==> src/core/ctf_map.svh <==
`ifndef CTF_MAP_SVH
`define CTF_MAP_SVH

// --------------------------------------------------
// timing
// --------------------------------------------------
`define CTF_SYS_CLK_NS 5
`define CTF_FILT_CLK_NS 25
`define CTF_FILT_DIV (`CTF_FILT_CLK_NS / `CTF_SYS_CLK_NS)
`define CTF_TB20_NS 50
`define CTF_TB20_DIV (`CTF_TB20_NS / `CTF_SYS_CLK_NS)
`define CTF_TB100K_NS 10000
`define CTF_TB100K_DIV (`CTF_TB100K_NS / `CTF_SYS_CLK_NS)
`define CTF_TB80_NUM 3'h2
`define CTF_TB80_DEN 3'h5
`define CTF_FILT_N_SHORT 17'h00005
`define CTF_FILT_N_MID 17'h00101
`define CTF_FILT_N_LONG 101800

// --------------------------------------------------
// register map
// --------------------------------------------------
`define CTF_SEL_CTR1 2'h1
`define CTF_SEL_MISC 2'h2
`define CTF_OFF_CTRL 5'h00
`define CTF_OFF_CFG 5'h04
`define CTF_OFF_LOAD 5'h08
`define CTF_OFF_NPULSE 5'h0c
`define CTF_OFF_COUNT 5'h10
`define CTF_OFF_BUF 5'h14
`define CTF_OFF_FILT 5'h00
`define CTF_CTRL_ARM 0
`define CTF_CTRL_DISARM 1
`define CTF_CTRL_CLR_OVR 2
`define CTF_CFG_W 21
`define CTF_FILT_RST 8'h00

`endif

==> src/core/ctf_pkg.sv <==
package ctf_pkg;

   typedef enum logic [1:0] {
      CTF_EDGE,
      CTF_BUFMEAS,
      CTF_PGEN_CONT,
      CTF_PGEN_FIN
   } ctf_mode_t;

   typedef struct packed {
      logic out_inv;
      logic toggle;
      logic dup_prev;
      logic [1:0] presc;
      logic retrig;
      logic start_en;
      logic pause_hi;
      logic pause_en;
      logic hw_arm;
      logic [2:0] arm_sel;
      logic [2:0] gate_sel;
      logic [2:0] src_sel;
      ctf_mode_t mode;
   } ctf_cfg_t;

   typedef struct packed {
      ctf_cfg_t cfg;
      logic [31:0] load;
      logic [31:0] npulse;
      logic [31:0] count;
      logic [31:0] pcnt;
      logic [31:0] bufd;
      logic armed;
      logic pending;
      logic running;
      logic buf_valid;
      logic overrun;
      logic out_lvl;
      logic tc;
      logic src_q;
      logic gate_q;
      logic gate_smp;
      logic arm_q;
      logic [2:0] pre;
   } ctf_ctr_t;

   typedef struct packed {
      logic [3:0] sync1;
      logic [3:0] sync2;
      logic [3:0] filt_lvl;
      logic [3:0][16:0] filt_cnt;
      logic [7:0] filt_cfg;
      logic [2:0] fdiv;
      logic [2:0] tb80_acc;
      logic [3:0] tb20_cnt;
      logic [10:0] tb100_cnt;
      ctf_ctr_t [1:0] ctr;
      logic [1:0] ctr_out;
      logic [31:0] rdata;
      logic waitreq;
   } ctf_st_t;

endpackage

==> src/core/ctf_counter_front.sv <==
// The placing of the registers and the Avalon-MM slave port were chosen for this implementation.
`timescale 1ns/100ps
`include "ctf_map.svh"
// How it works
// - nothing runs until armed by software or hardware
// - hardware arm edge starts input measurement
// - start trigger begins generation; continuous runs until disarmed
// - finite makes programmed pulses; retrigger restarts it
// - start trigger is taken from gate input
// - edge counting ignores edges at inactive pause level
// - continuous generation halts at inactive pause level
// - pause trigger is taken from gate input
// - other counter output and tc reach gate
// - enabled filters sample on each 40 MHz tick
// - level passes after N equal consecutive samples
// - setting picks N of 5, 257, 101800, none
// - per-input filter settings, all disabled at reset
// - filter jitter at most one 25 ns tick
// - prescaler divides source by eight or two
// - prescaler count is never readable
// - prescaler only works on external pin sources
// - buffer stores source count between gate rises
// - duplicate prevention touches pin source and gate sampling in every mode
// - without prevention, buffered gate sampled on source edges
// - with prevention, both sampled on 80 MHz tick
// - tc asserts when counter value reaches zero
module ctf_counter_front
   import ctf_pkg::*;
#(
   parameter int unsigned FILT_N_LONG = `CTF_FILT_N_LONG
) (
   input wire logic sys_clk,
   input wire logic sys_rst,
   input wire logic [3:0] programmable_io_terminal,
   input wire logic [6:0] avs_address,
   input wire logic avs_read,
   input wire logic avs_write,
   input wire logic [31:0] avs_writedata,
   output logic [31:0] avs_readdata,
   output logic avs_waitrequest,
   output logic [1:0] ctr_out
);

   localparam logic [2:0] FILT_LAST = 3'(`CTF_FILT_DIV - 1);
   localparam logic [3:0] TB20_LAST = 4'(`CTF_TB20_DIV - 1);
   localparam logic [10:0] TB100_LAST = 11'(`CTF_TB100K_DIV - 1);
   localparam logic [16:0] N_LONG = 17'(FILT_N_LONG);

   ctf_st_t s;
   ctf_st_t n;

   // --------------------------------------------------
   // read mux
   // --------------------------------------------------
   function automatic logic [31:0] rd_mux(input ctf_st_t st, input logic [6:0] a);
      logic [31:0] d;
      ctf_ctr_t c;
      d = 32'h0;
      c = st.ctr[a[5]];
      if (a[6:5] == `CTF_SEL_MISC) begin
         if (a[4:0] == `CTF_OFF_FILT) begin
            d = {24'h0, st.filt_cfg};
         end
      end else if (a[6] == 1'b1) begin
         // top slot is unmapped and must not alias counter 1
         d = 32'h0;
      end else if (a[4:0] == `CTF_OFF_CTRL) begin
         d = {27'h0, c.pending, c.overrun, c.buf_valid, c.running, c.armed};
      end else if (a[4:0] == `CTF_OFF_CFG) begin
         d = {11'h0, c.cfg};
      end else if (a[4:0] == `CTF_OFF_LOAD) begin
         d = c.load;
      end else if (a[4:0] == `CTF_OFF_NPULSE) begin
         d = c.npulse;
      end else if (a[4:0] == `CTF_OFF_COUNT) begin
         d = c.count;
      end else if (a[4:0] == `CTF_OFF_BUF) begin
         d = c.bufd;
      end
      return d;
   endfunction

   // --------------------------------------------------
   // next state
   // --------------------------------------------------
   always_comb begin
      logic tick_f;
      logic tick80;
      logic tick20;
      logic tick100;
      logic [3:0] acc;
      logic [16:0] nlim;
      logic [1:0] stored;
      ctf_ctr_t c;
      ctf_ctr_t o;
      logic src_raw;
      logic ev;
      logic gate_lvl;
      logic grise;
      logic brise;
      logic paused;
      logic arm_lvl;
      logic arm_rise;
      logic [2:0] plim;
      logic [6:0] a;
      logic is_ctr;
      logic [31:0] wd;
      tick_f = 1'b0;
      tick80 = 1'b0;
      tick20 = 1'b0;
      tick100 = 1'b0;
      acc = 4'h0;
      nlim = 17'h0;
      stored = 2'h0;
      c = '0;
      o = '0;
      src_raw = 1'b0;
      ev = 1'b0;
      gate_lvl = 1'b0;
      grise = 1'b0;
      brise = 1'b0;
      paused = 1'b0;
      arm_lvl = 1'b0;
      arm_rise = 1'b0;
      plim = 3'h0;
      a = avs_address;
      is_ctr = 1'b0;
      wd = avs_writedata;
      n = s;

      // --------------------------------------------------
      // timebases, all as enable pulses off sys_clk
      // --------------------------------------------------
      tick_f = (s.fdiv == FILT_LAST);
      n.fdiv = tick_f ? 3'h0 : s.fdiv + 3'h1;
      tick20 = (s.tb20_cnt == TB20_LAST);
      n.tb20_cnt = tick20 ? 4'h0 : s.tb20_cnt + 4'h1;
      tick100 = (s.tb100_cnt == TB100_LAST);
      n.tb100_cnt = tick100 ? 11'h0 : s.tb100_cnt + 11'h1;
      // 80 MHz on average: two ticks every five cycles, so spacing jitters by one cycle
      acc = {1'b0, s.tb80_acc} + {1'b0, `CTF_TB80_NUM};
      tick80 = (acc >= {1'b0, `CTF_TB80_DEN});
      n.tb80_acc = tick80 ? 3'(acc - {1'b0, `CTF_TB80_DEN}) : acc[2:0];

      // --------------------------------------------------
      // pin synchronisers and debounce filters
      // --------------------------------------------------
      // only the second stage feeds logic
      n.sync1 = programmable_io_terminal;
      n.sync2 = s.sync1;
      for (int k = 0; k < 4; k++) begin
         case (s.filt_cfg[2*k +: 2])
            2'h1: nlim = `CTF_FILT_N_SHORT;
            2'h2: nlim = `CTF_FILT_N_MID;
            2'h3: nlim = N_LONG;
            default: nlim = 17'h0;
         endcase
         if (s.filt_cfg[2*k +: 2] == 2'h0) begin
            n.filt_lvl[k] = s.sync2[k];
            n.filt_cnt[k] = 17'h0;
         end else if (tick_f) begin
            if (s.sync2[k] != s.filt_lvl[k]) begin
               if (s.filt_cnt[k] + 17'h1 == nlim) begin
                  n.filt_lvl[k] = s.sync2[k];
                  n.filt_cnt[k] = 17'h0;
               end else begin
                  n.filt_cnt[k] = s.filt_cnt[k] + 17'h1;
               end
            end else begin
               n.filt_cnt[k] = 17'h0;
            end
         end
      end

      // --------------------------------------------------
      // counters
      // --------------------------------------------------
      for (int i = 0; i < 2; i++) begin
         c = s.ctr[i];
         o = s.ctr[1-i];
         c.tc = 1'b0;

         // external pins seen only at 80 MHz ticks under duplicate prevention
         case (c.cfg.src_sel)
            3'h4: src_raw = tick80;
            3'h5: src_raw = tick20;
            3'h6: src_raw = tick100;
            3'h7: src_raw = o.tc;
            default: begin
               src_raw = 1'b0;
               if (!c.cfg.dup_prev || tick80) begin
                  src_raw = s.filt_lvl[c.cfg.src_sel[1:0]] & ~c.src_q;
                  c.src_q = s.filt_lvl[c.cfg.src_sel[1:0]];
               end
            end
         endcase

         // gate carries start and pause triggers
         case (c.cfg.gate_sel)
            3'h4: gate_lvl = o.out_lvl;
            3'h5: gate_lvl = o.tc;
            3'h6: gate_lvl = 1'b0;
            3'h7: gate_lvl = 1'b0;
            default: gate_lvl = s.filt_lvl[c.cfg.gate_sel[1:0]];
         endcase
         grise = 1'b0;
         if (!c.cfg.dup_prev || tick80) begin
            grise = gate_lvl & ~c.gate_q;
            c.gate_q = gate_lvl;
         end

         // prescaler state stays internal, so up to seven edges go unseen
         ev = src_raw;
         if (src_raw && !c.cfg.src_sel[2] && c.cfg.presc != 2'h0) begin
            plim = (c.cfg.presc == 2'h1) ? 3'h7 : 3'h1;
            ev = (c.pre == plim);
            c.pre = ev ? 3'h0 : c.pre + 3'h1;
         end

         paused = c.cfg.pause_en & (gate_lvl == c.cfg.pause_hi);

         case (c.cfg.arm_sel)
            3'h4: arm_lvl = o.out_lvl;
            3'h5: arm_lvl = 1'b0;
            3'h6: arm_lvl = 1'b0;
            3'h7: arm_lvl = 1'b0;
            default: arm_lvl = s.filt_lvl[c.cfg.arm_sel[1:0]];
         endcase
         arm_rise = arm_lvl & ~c.arm_q;
         c.arm_q = arm_lvl;
         if (c.pending && arm_rise) begin
            c.armed = 1'b1;
            c.pending = 1'b0;
         end

         // non-prevented gate is sampled by the source itself
         brise = c.cfg.dup_prev ? grise : (ev & gate_lvl & ~c.gate_smp);
         if (ev) begin
            c.gate_smp = gate_lvl;
         end

         if (c.armed) begin
            case (c.cfg.mode)
               CTF_EDGE: begin
                  if (ev && !paused) begin
                     c.count = c.count + 32'h1;
                     c.tc = (c.count == 32'h0);
                  end
               end
               CTF_BUFMEAS: begin
                  if (brise) begin
                     c.bufd = c.count;
                     c.count = ev ? 32'h1 : 32'h0;
                     if (c.buf_valid) begin
                        c.overrun = 1'b1;
                     end
                     c.buf_valid = 1'b1;
                     stored[i] = 1'b1;
                  end else if (ev) begin
                     c.count = c.count + 32'h1;
                     c.tc = (c.count == 32'h0);
                  end
               end
               default: begin
                  if (!c.running) begin
                     if (!c.cfg.start_en || grise) begin
                        c.running = 1'b1;
                        c.count = c.load;
                        c.pcnt = 32'h0;
                        c.out_lvl = 1'b0;
                     end
                  end else if (c.cfg.mode == CTF_PGEN_FIN && c.cfg.retrig
                               && c.cfg.start_en && grise) begin
                     c.count = c.load;
                     c.pcnt = 32'h0;
                     c.out_lvl = 1'b0;
                  end else if (ev && !(paused && c.cfg.mode == CTF_PGEN_CONT)) begin
                     if (c.count == 32'h0) begin
                        c.tc = 1'b1;
                        c.count = c.load;
                        c.out_lvl = ~c.out_lvl;
                        if (!c.out_lvl) begin
                           c.pcnt = c.pcnt + 32'h1;
                           if (c.cfg.mode == CTF_PGEN_FIN && c.pcnt >= c.npulse) begin
                              c.running = 1'b0;
                              // else an untriggered finite run would restart at once
                              if (!(c.cfg.retrig && c.cfg.start_en)) begin
                                 c.armed = 1'b0;
                              end
                           end
                        end
                     end else begin
                        c.count = c.count - 32'h1;
                     end
                  end
               end
            endcase
         end
         n.ctr[i] = c;
      end

      // --------------------------------------------------
      // avalon slave: one wait cycle, then the acknowledge edge
      // --------------------------------------------------
      is_ctr = (a[6] == 1'b0);
      if (s.waitreq && (avs_read || avs_write)) begin
         n.rdata = rd_mux(s, a);
         n.waitreq = 1'b0;
      end else if (!s.waitreq) begin
         n.waitreq = 1'b1;
         if (avs_write && a[6:5] == `CTF_SEL_MISC && a[4:0] == `CTF_OFF_FILT) begin
            n.filt_cfg = wd[7:0];
         end else if (avs_write && is_ctr) begin
            if (a[4:0] == `CTF_OFF_CTRL) begin
               if (wd[`CTF_CTRL_ARM]) begin
                  n.ctr[a[5]].pending = n.ctr[a[5]].cfg.hw_arm;
                  n.ctr[a[5]].armed = ~n.ctr[a[5]].cfg.hw_arm;
                  n.ctr[a[5]].running = 1'b0;
                  n.ctr[a[5]].count = 32'h0;
                  n.ctr[a[5]].pre = 3'h0;
               end
               if (wd[`CTF_CTRL_DISARM]) begin
                  n.ctr[a[5]].armed = 1'b0;
                  n.ctr[a[5]].pending = 1'b0;
                  n.ctr[a[5]].running = 1'b0;
               end
               // a store in the same cycle wins over the clear
               if (wd[`CTF_CTRL_CLR_OVR] && !(stored[a[5]] && s.ctr[a[5]].buf_valid)) begin
                  n.ctr[a[5]].overrun = 1'b0;
               end
            end else if (a[4:0] == `CTF_OFF_CFG) begin
               n.ctr[a[5]].cfg = ctf_cfg_t'(wd[`CTF_CFG_W-1:0]);
            end else if (a[4:0] == `CTF_OFF_LOAD) begin
               n.ctr[a[5]].load = wd;
            end else if (a[4:0] == `CTF_OFF_NPULSE) begin
               n.ctr[a[5]].npulse = wd;
            end
         end else if (avs_read && is_ctr && a[4:0] == `CTF_OFF_BUF) begin
            // a store in the same cycle keeps the valid flag up
            if (!stored[a[5]]) begin
               n.ctr[a[5]].buf_valid = 1'b0;
            end
         end
      end

      for (int i = 0; i < 2; i++) begin
         n.ctr_out[i] = (n.ctr[i].cfg.toggle ? n.ctr[i].out_lvl : n.ctr[i].tc)
                        ^ n.ctr[i].cfg.out_inv;
      end
   end

   // --------------------------------------------------
   // state register
   // --------------------------------------------------
   always_ff @(posedge sys_clk or posedge sys_rst) begin
      if (sys_rst) begin
         s <= '0;
         s.filt_cfg <= `CTF_FILT_RST;
         // waitrequest idles high so no access completes in reset
         s.waitreq <= 1'b1;
      end else begin
         s <= n;
      end
   end

   // --------------------------------------------------
   // outputs
   // --------------------------------------------------
   assign avs_readdata = s.rdata;
   assign avs_waitrequest = s.waitreq;
   assign ctr_out = s.ctr_out;

endmodule

==> config.mk <==
export PLATFORM = sky130hd
export DESIGN_NAME = ctf_counter_front
export DESIGN_NICKNAME = d
export VERILOG_FILES = /design/src/core/ctf_pkg.sv /design/src/core/ctf_counter_front.sv
export VERILOG_INCLUDE_DIRS = /design/src /design/src/core
export SDC_FILE = /design/constraint.sdc
export NUM_CORES = 2
export LEC_CHECK = 0
export BUFFER_PORTS_ARGS = -buffer_cell sky130_fd_sc_hd__buf_2
export CAP_MARGIN = 20
export CORE_MARGIN = 1.5
export CORE_UTILIZATION = 42
export DETAILED_ROUTE_END_ITERATION = 6
export PLACE_DENSITY = 0.54
export SETUP_SLACK_MARGIN = 0.5
export SYNTH_ARGS = -nofsm -noshare
export SYNTH_HDL_FRONTEND = slang
export SYNTH_SLANG_ARGS = --single-unit
==> constraint.sdc <==
create_clock -name sys_clk -period 32.7 [get_ports sys_clk]
set_input_delay 4.905 -clock sys_clk [delete_from_list [all_inputs] [get_ports sys_clk]]
set_output_delay 4.905 -clock sys_clk [all_outputs]
set_load 0.03 [all_outputs]
==> Yosys cells after proc, flatten, opt, wreduce, memory -nomap -nowiden <==
Index checks and enable logic that the tools add are counted.
{ "totals": {"register_bits": 534, "in_bits": 47, "output_inout_bits": 35, "word_cells": 549} }
{ "op_classes": {"add_sub_neg": 17, "order_cmp": 11, "n_eq_ne": 67, "mux": 260, "n_bitwise": 29, "reduce_logical": 87} }
{ "ops": {"columns": ["op", "count"], "rows": [
  ["390-bit two-way mux", 23],
  ["390-bit bitwise mux", 13],
  ["195-bit demux with 1-bit select", 10],
  ["32-bit two-way mux", 26],
  ["186-bit two-way mux", 4],
  ["195-bit two-way mux", 3],
  ["64-bit two-way mux", 8],
  ["17-bit two-way mux", 16],
  ["17-bit case mux with 3 select lines", 4],
  ["97-bit two-way mux", 2],
  ["174-bit two-way mux", 1],
  ["142-bit two-way mux", 1],
  ["32-bit by 1-bit adder with 32-bit output (second input constant)", 4],
  ["32-bit zero test", 4],
  ["32-bit case mux with 2 select lines", 2],
  ["110-bit two-way mux", 1],
  ["1-bit two-way mux", 103],
  ["3-bit equality test (second input constant)", 25],
  ["17-bit by 1-bit adder with 17-bit output (second input constant)", 4],
  ["17-bit equality test", 4],
  ["32-bit >= comparator", 2],
  ["32-bit by 1-bit subtractor with 32-bit output (second input constant)", 2],
  ["1-bit logical AND", 31],
  ["2-bit nonzero test", 15],
  ["other kinds (47)", 163]
]} }

==> Depth between registers and ports, before layout <==
{ "depth": {"word_depth": 48, "mapped_depth": 19, "depth_no_buf": 18} }

==> Worst setup path before layout <==
No wires, ideal clock.
{ "synth_path": {"path_kind": "input port to flip-flop", "startpoint": "input port avs_address[4]", "endpoint": "register s, in the netlist ctr_out[1]", "setup_time_ps": 124, "arrival_ps": 7169, "required_ps": 32576, "setup_slack_ps": 25407, "path_stages": 9, "n_path_buf": 1, "path_cell_list": "or3_1 nor2_2 nand2_1 or4_1 clkbuf_1 mux2i_1 nor3_1 mux2_1 a211o_1"} }
{ "synth_lines": {"columns": ["element", "line", "source"], "rows": [
  ["start: declaration", "ctf_counter_front.sv:35", "input wire logic [6:0] avs_address,"],
  ["end signal: assignment", "ctf_counter_front.sv:362", "s <= n;"],
  ["end: declaration", "ctf_counter_front.sv:49", "ctf_st_t s;"]
]} }

==> Flow_metrics.wiki <==
{| class="wikitable"
! Metric !! Value
|-
| Net count of the mapped netlist || 4,267
|-
| Cell count after synthesis || 4,119
|-
| Commonest cells after routing, fill and taps aside || sky130_fd_sc_hd__dfrtp_1, sky130_fd_sc_hd__nand2_1, sky130_fd_sc_hd__o21ai_0
|-
| Antenna diodes || 0
|-
| Tightest slew margin relative to the limit || 24.1%
|-
| Proportion of layout cells with a drive suffix above 1 || 12.8%
|-
| Mean area per synthesized cell || between 8 and 9 um^2
|-
| Required time at the worst-slack endpoint || 33.26 ns
|-
| Ports || between 80 and 90
|-
| Fraction of synthesized cell area taken by the top area cell type || a little over a third
|-
| Total cell area at the placement stage || 37,500 um^2
|-
| Endpoint arrival time on the critical path || 8.17 ns
|-
| Sink count of the clock tree || 534
|-
| Number of resized instances in the post-cts repair step || 0
|-
| Starting utilization of the core area || 42.5%
|-
| Cts-stage hold buffer count || 0
|-
| Number of clock buffers inserted by TritonCTS || 68
|-
| Number of slew-limit violations in the final report || 0
|-
| CP max stage cell || sky130_fd_sc_hd__nand3_1
|-
| Register clock-pin slew on the reported worst setup and hold paths || about 0.060 ns
|-
| Path category of the worst min-delay check || reg -> reg
|-
| Result of the run || completed
|-
| Final setup violation count || 0
|-
| FF+latch count, synth || 534
|-
| Worst setup path category || in -> reg
|-
| Post-route fraction of the period consumed by the critical path || between 20% and 30%
|-
| Leading cell type in the layout, fill and taps excluded || sky130_fd_sc_hd__dfrtp_1
|-
| Peak supply drop || 0.0000356 V
|-
| Final GP Congestion || 0.966
|-
| Via total after detailed routing || 33,500
|-
| Setup bufs post-CTS || 0
|-
| Total number of placement rows || 107
|-
| Antenna Nets Post-Route || 0
|-
| CP Capture Type || flop
|-
| Clock tree from TritonCTS || built
|-
| Clock latency on the worst-skew pair || 0.64 ns
|-
| Fin area || about 40,000 um^2
|-
| Critical Path Fanout Max || 46
|-
| Clock buffer depth || 3
|-
| Largest stage delay on the critical path || 0.98 ns
|-
| Number of DRC violations after detailed routing || 0
|-
| Final Hold Violating Endpoints || 0
|-
| Areal power density over the cells || 49.2 nW/um^2
|-
| Layout-stage area growth over the synthesis result || 9.65%
|-
| Portion of the post-synthesis area used by sequential elements || 36.7%
|-
| H-tree depth || 3
|-
| Achievable clock frequency || approximately 130 MHz
|-
| Logic depth of the worst register-to-register path || 17
|-
| Cell leakage power || 16.7 nW
|-
| Total area of multi-input combinational cells || 21,100 um^2
|-
| Total area of sequential cells || 13,400 um^2
|-
| Largest net degree at the start of global routing || 142
|-
| Min Clock Period, post-route || between 7 and 8 ns
|-
| Initial antenna violation count || 8
|-
| Number of fill cells in the layout || 8,257
|-
| Crit path cell chain || buf_2 > buf_4 > nand3_1 > nor2_1 > nand2_2 > nor2_2 > buf_4 > a22o_1
|-
| Share of flip-flops with an asynchronous set or reset after synthesis || 100%
|-
| Hpwl dp || 104 mm
|-
| Drt pass-1 iters || 5
|-
| 1st-iter DRT viols || 3,893
|-
| Tightest Pin Transition || ~1.1 ns
|-
| Number of nets in the final layout || ~4,200
|-
| Reg-to-reg slack, setup || 27.25 ns
|-
| Post-route clock skew || 0.0377 ns
|-
| Vias/cell || 6.40
|-
| Global-route wire length before repair || 209 mm
|-
| Overall die width || approximately 300 um
|-
| Category of the worst setup path launch point || primary input
|-
| Main synth FF type || sky130_fd_sc_hd__dfrtp_1
|-
| Count of unique library cells instantiated by Yosys || 115
|-
| Area of the core region || 85,500 um^2
|-
| Sum of overflow across all layers after global routing || 0
|-
| Routed wirelength normalized by instance count || approximately 27 um
|-
| Count of flip-flops with a built-in enable after synthesis || 0
|-
| Number of buffer cells added on primary ports || 81
|-
| Fin Hold WS || 0.350 ns
|-
| Worst Hold Depth || 0
|-
| Gr usage total || 31.2%
|-
| Mapped Area || 36,400 um^2
|-
| Clk root buf || sky130_fd_sc_hd__clkbuf_16
|-
| Vias in the first global route || 31,000
|-
| Most repeated library cell on the critical path || sky130_fd_sc_hd__buf_4
|-
| Number of warning messages in the yosys log || 0
|-
| Die outline area || roughly 90,000 um^2
|-
| Maximum Capacitance Violations || 0
|-
| Cell taking the most area after synthesis || sky130_fd_sc_hd__dfrtp_1
|-
| Sum of negative setup slack || 0 ns
|-
| Final wirelength || 141 mm
|-
| Chip Height || 297 um
|-
| Unrepaired setup endpoints after global routing || false
|-
| Cell types occupying the most area after synthesis || sky130_fd_sc_hd__dfrtp_1, sky130_fd_sc_hd__o21ai_0, sky130_fd_sc_hd__nand2_1, sky130_fd_sc_hd__ha_1, sky130_fd_sc_hd__mux2_2
|}
==> cell usage after synthesis, types with 63 or more instances <==
master,n
sky130_fd_sc_hd__a22o_1,94
sky130_fd_sc_hd__clkbuf_1,214
sky130_fd_sc_hd__o21ai_0,350
sky130_fd_sc_hd__nor3_1,93
sky130_fd_sc_hd__nand3_1,148
sky130_fd_sc_hd__nand2_1,445
sky130_fd_sc_hd__xnor2_1,125
sky130_fd_sc_hd__a21oi_1,190
sky130_fd_sc_hd__dfrtp_1,533
sky130_fd_sc_hd__ha_1,100
sky130_fd_sc_hd__a31oi_1,63
sky130_fd_sc_hd__nor2_1,246
sky130_fd_sc_hd__inv_1,141
sky130_fd_sc_hd__xor2_1,65
sky130_fd_sc_hd__mux2i_1,107
sky130_fd_sc_hd__mux2_2,102
sky130_fd_sc_hd__nand4_1,65
==> worst paths after layout <==
path | from | to
setup / recovery | avs_address[2] | flop
hold / removal | n[528]$_DFF_PP0_ | s[528]$_DFF_PP0_
setup reg to reg | flop | s[48]$_DFF_PP0_
hold reg to reg | n[528]$_DFF_PP0_ | s[528]$_DFF_PP0_
max in group asynchronous | sys_rst | avs_readdata[12]$_DFFE_PP0P_
min in group asynchronous | sys_rst | s[117]$_DFF_PP0_
==> report_power, final <==
| group | switching (mW) | internal (mW) | total (mW) |
|---|---|---|---|
| clock | 0.326 | 0.470 | 0.796 |
| sequential | 0.100 | 0.693 | 0.793 |
| combinational | 0.236 | 0.139 | 0.374 |
==> stage by stage <==
step | setup WS [ns] | utilization [%] | std cells | power, mW
6_report | 25.09 | 46.7 | 5230 | 1.96
5_1_grt | 24.92 | 46.7 | 5230 | 2.03
4_1_cts | 25.18 | 46.6 | 5227 | 1.96
3_5_place_dp | 24.53 | 43.9 | 5105 | 1.16
3_3_place_gp | 24.58 | 43.9 | 5105 | 1.17
2_1_floorplan | 12.87 | - | 4119 | 1.03
==> worst max-delay path: cells and delay by family <==
kind	cells	cell delay, ns
and+or+nand+nor	4	1.98
buffers and inverters	3	1.01
AOI/OAI and AO/OA	1	0.18
==> final cells by class <==
| cell class | instances | share of cell area, % |
|---|---|---|
| multi-input cells | 3115 | 52.9 |
| flip-flops and latches | 534 | 33.5 |
| clock buffers | 98 | 5.02 |
| well taps | 1144 | 3.59 |
| repair buffers | 174 | 2.85 |
| inverters | 141 | 1.34 |
| clock inverters | 24 | 0.843 |
==> routing by layer <==
metal  vias up  global-route usage (%)  share of wire [%]
li1      15000                       -                  -
met1     16600                    44.1                 43
met2      1563                    46.7                 43
met3       286                    7.08                9.8
met4         8                    11.1                3.7
met5         -                       0              0.055
==> cell families (layout without fill, tap and decap cells) <==
group | Yosys count | count (layout) | synth area share, %
adder cells (fa/ha/maj) | 101 | 101 | 3.49
flip-flops | 534 | 534 | 36.7
AO/OA/AOI/OAI | 1180 | 1180 | 21.7
buffers and inverters | 470 | 437 | 5.52
AND/OR/NAND/NOR | 1383 | 1383 | 19.1
multiplexers | 261 | 261 | 8.94
XOR/XNOR | 190 | 190 | 4.57
(Power assumes the default switching activity.)
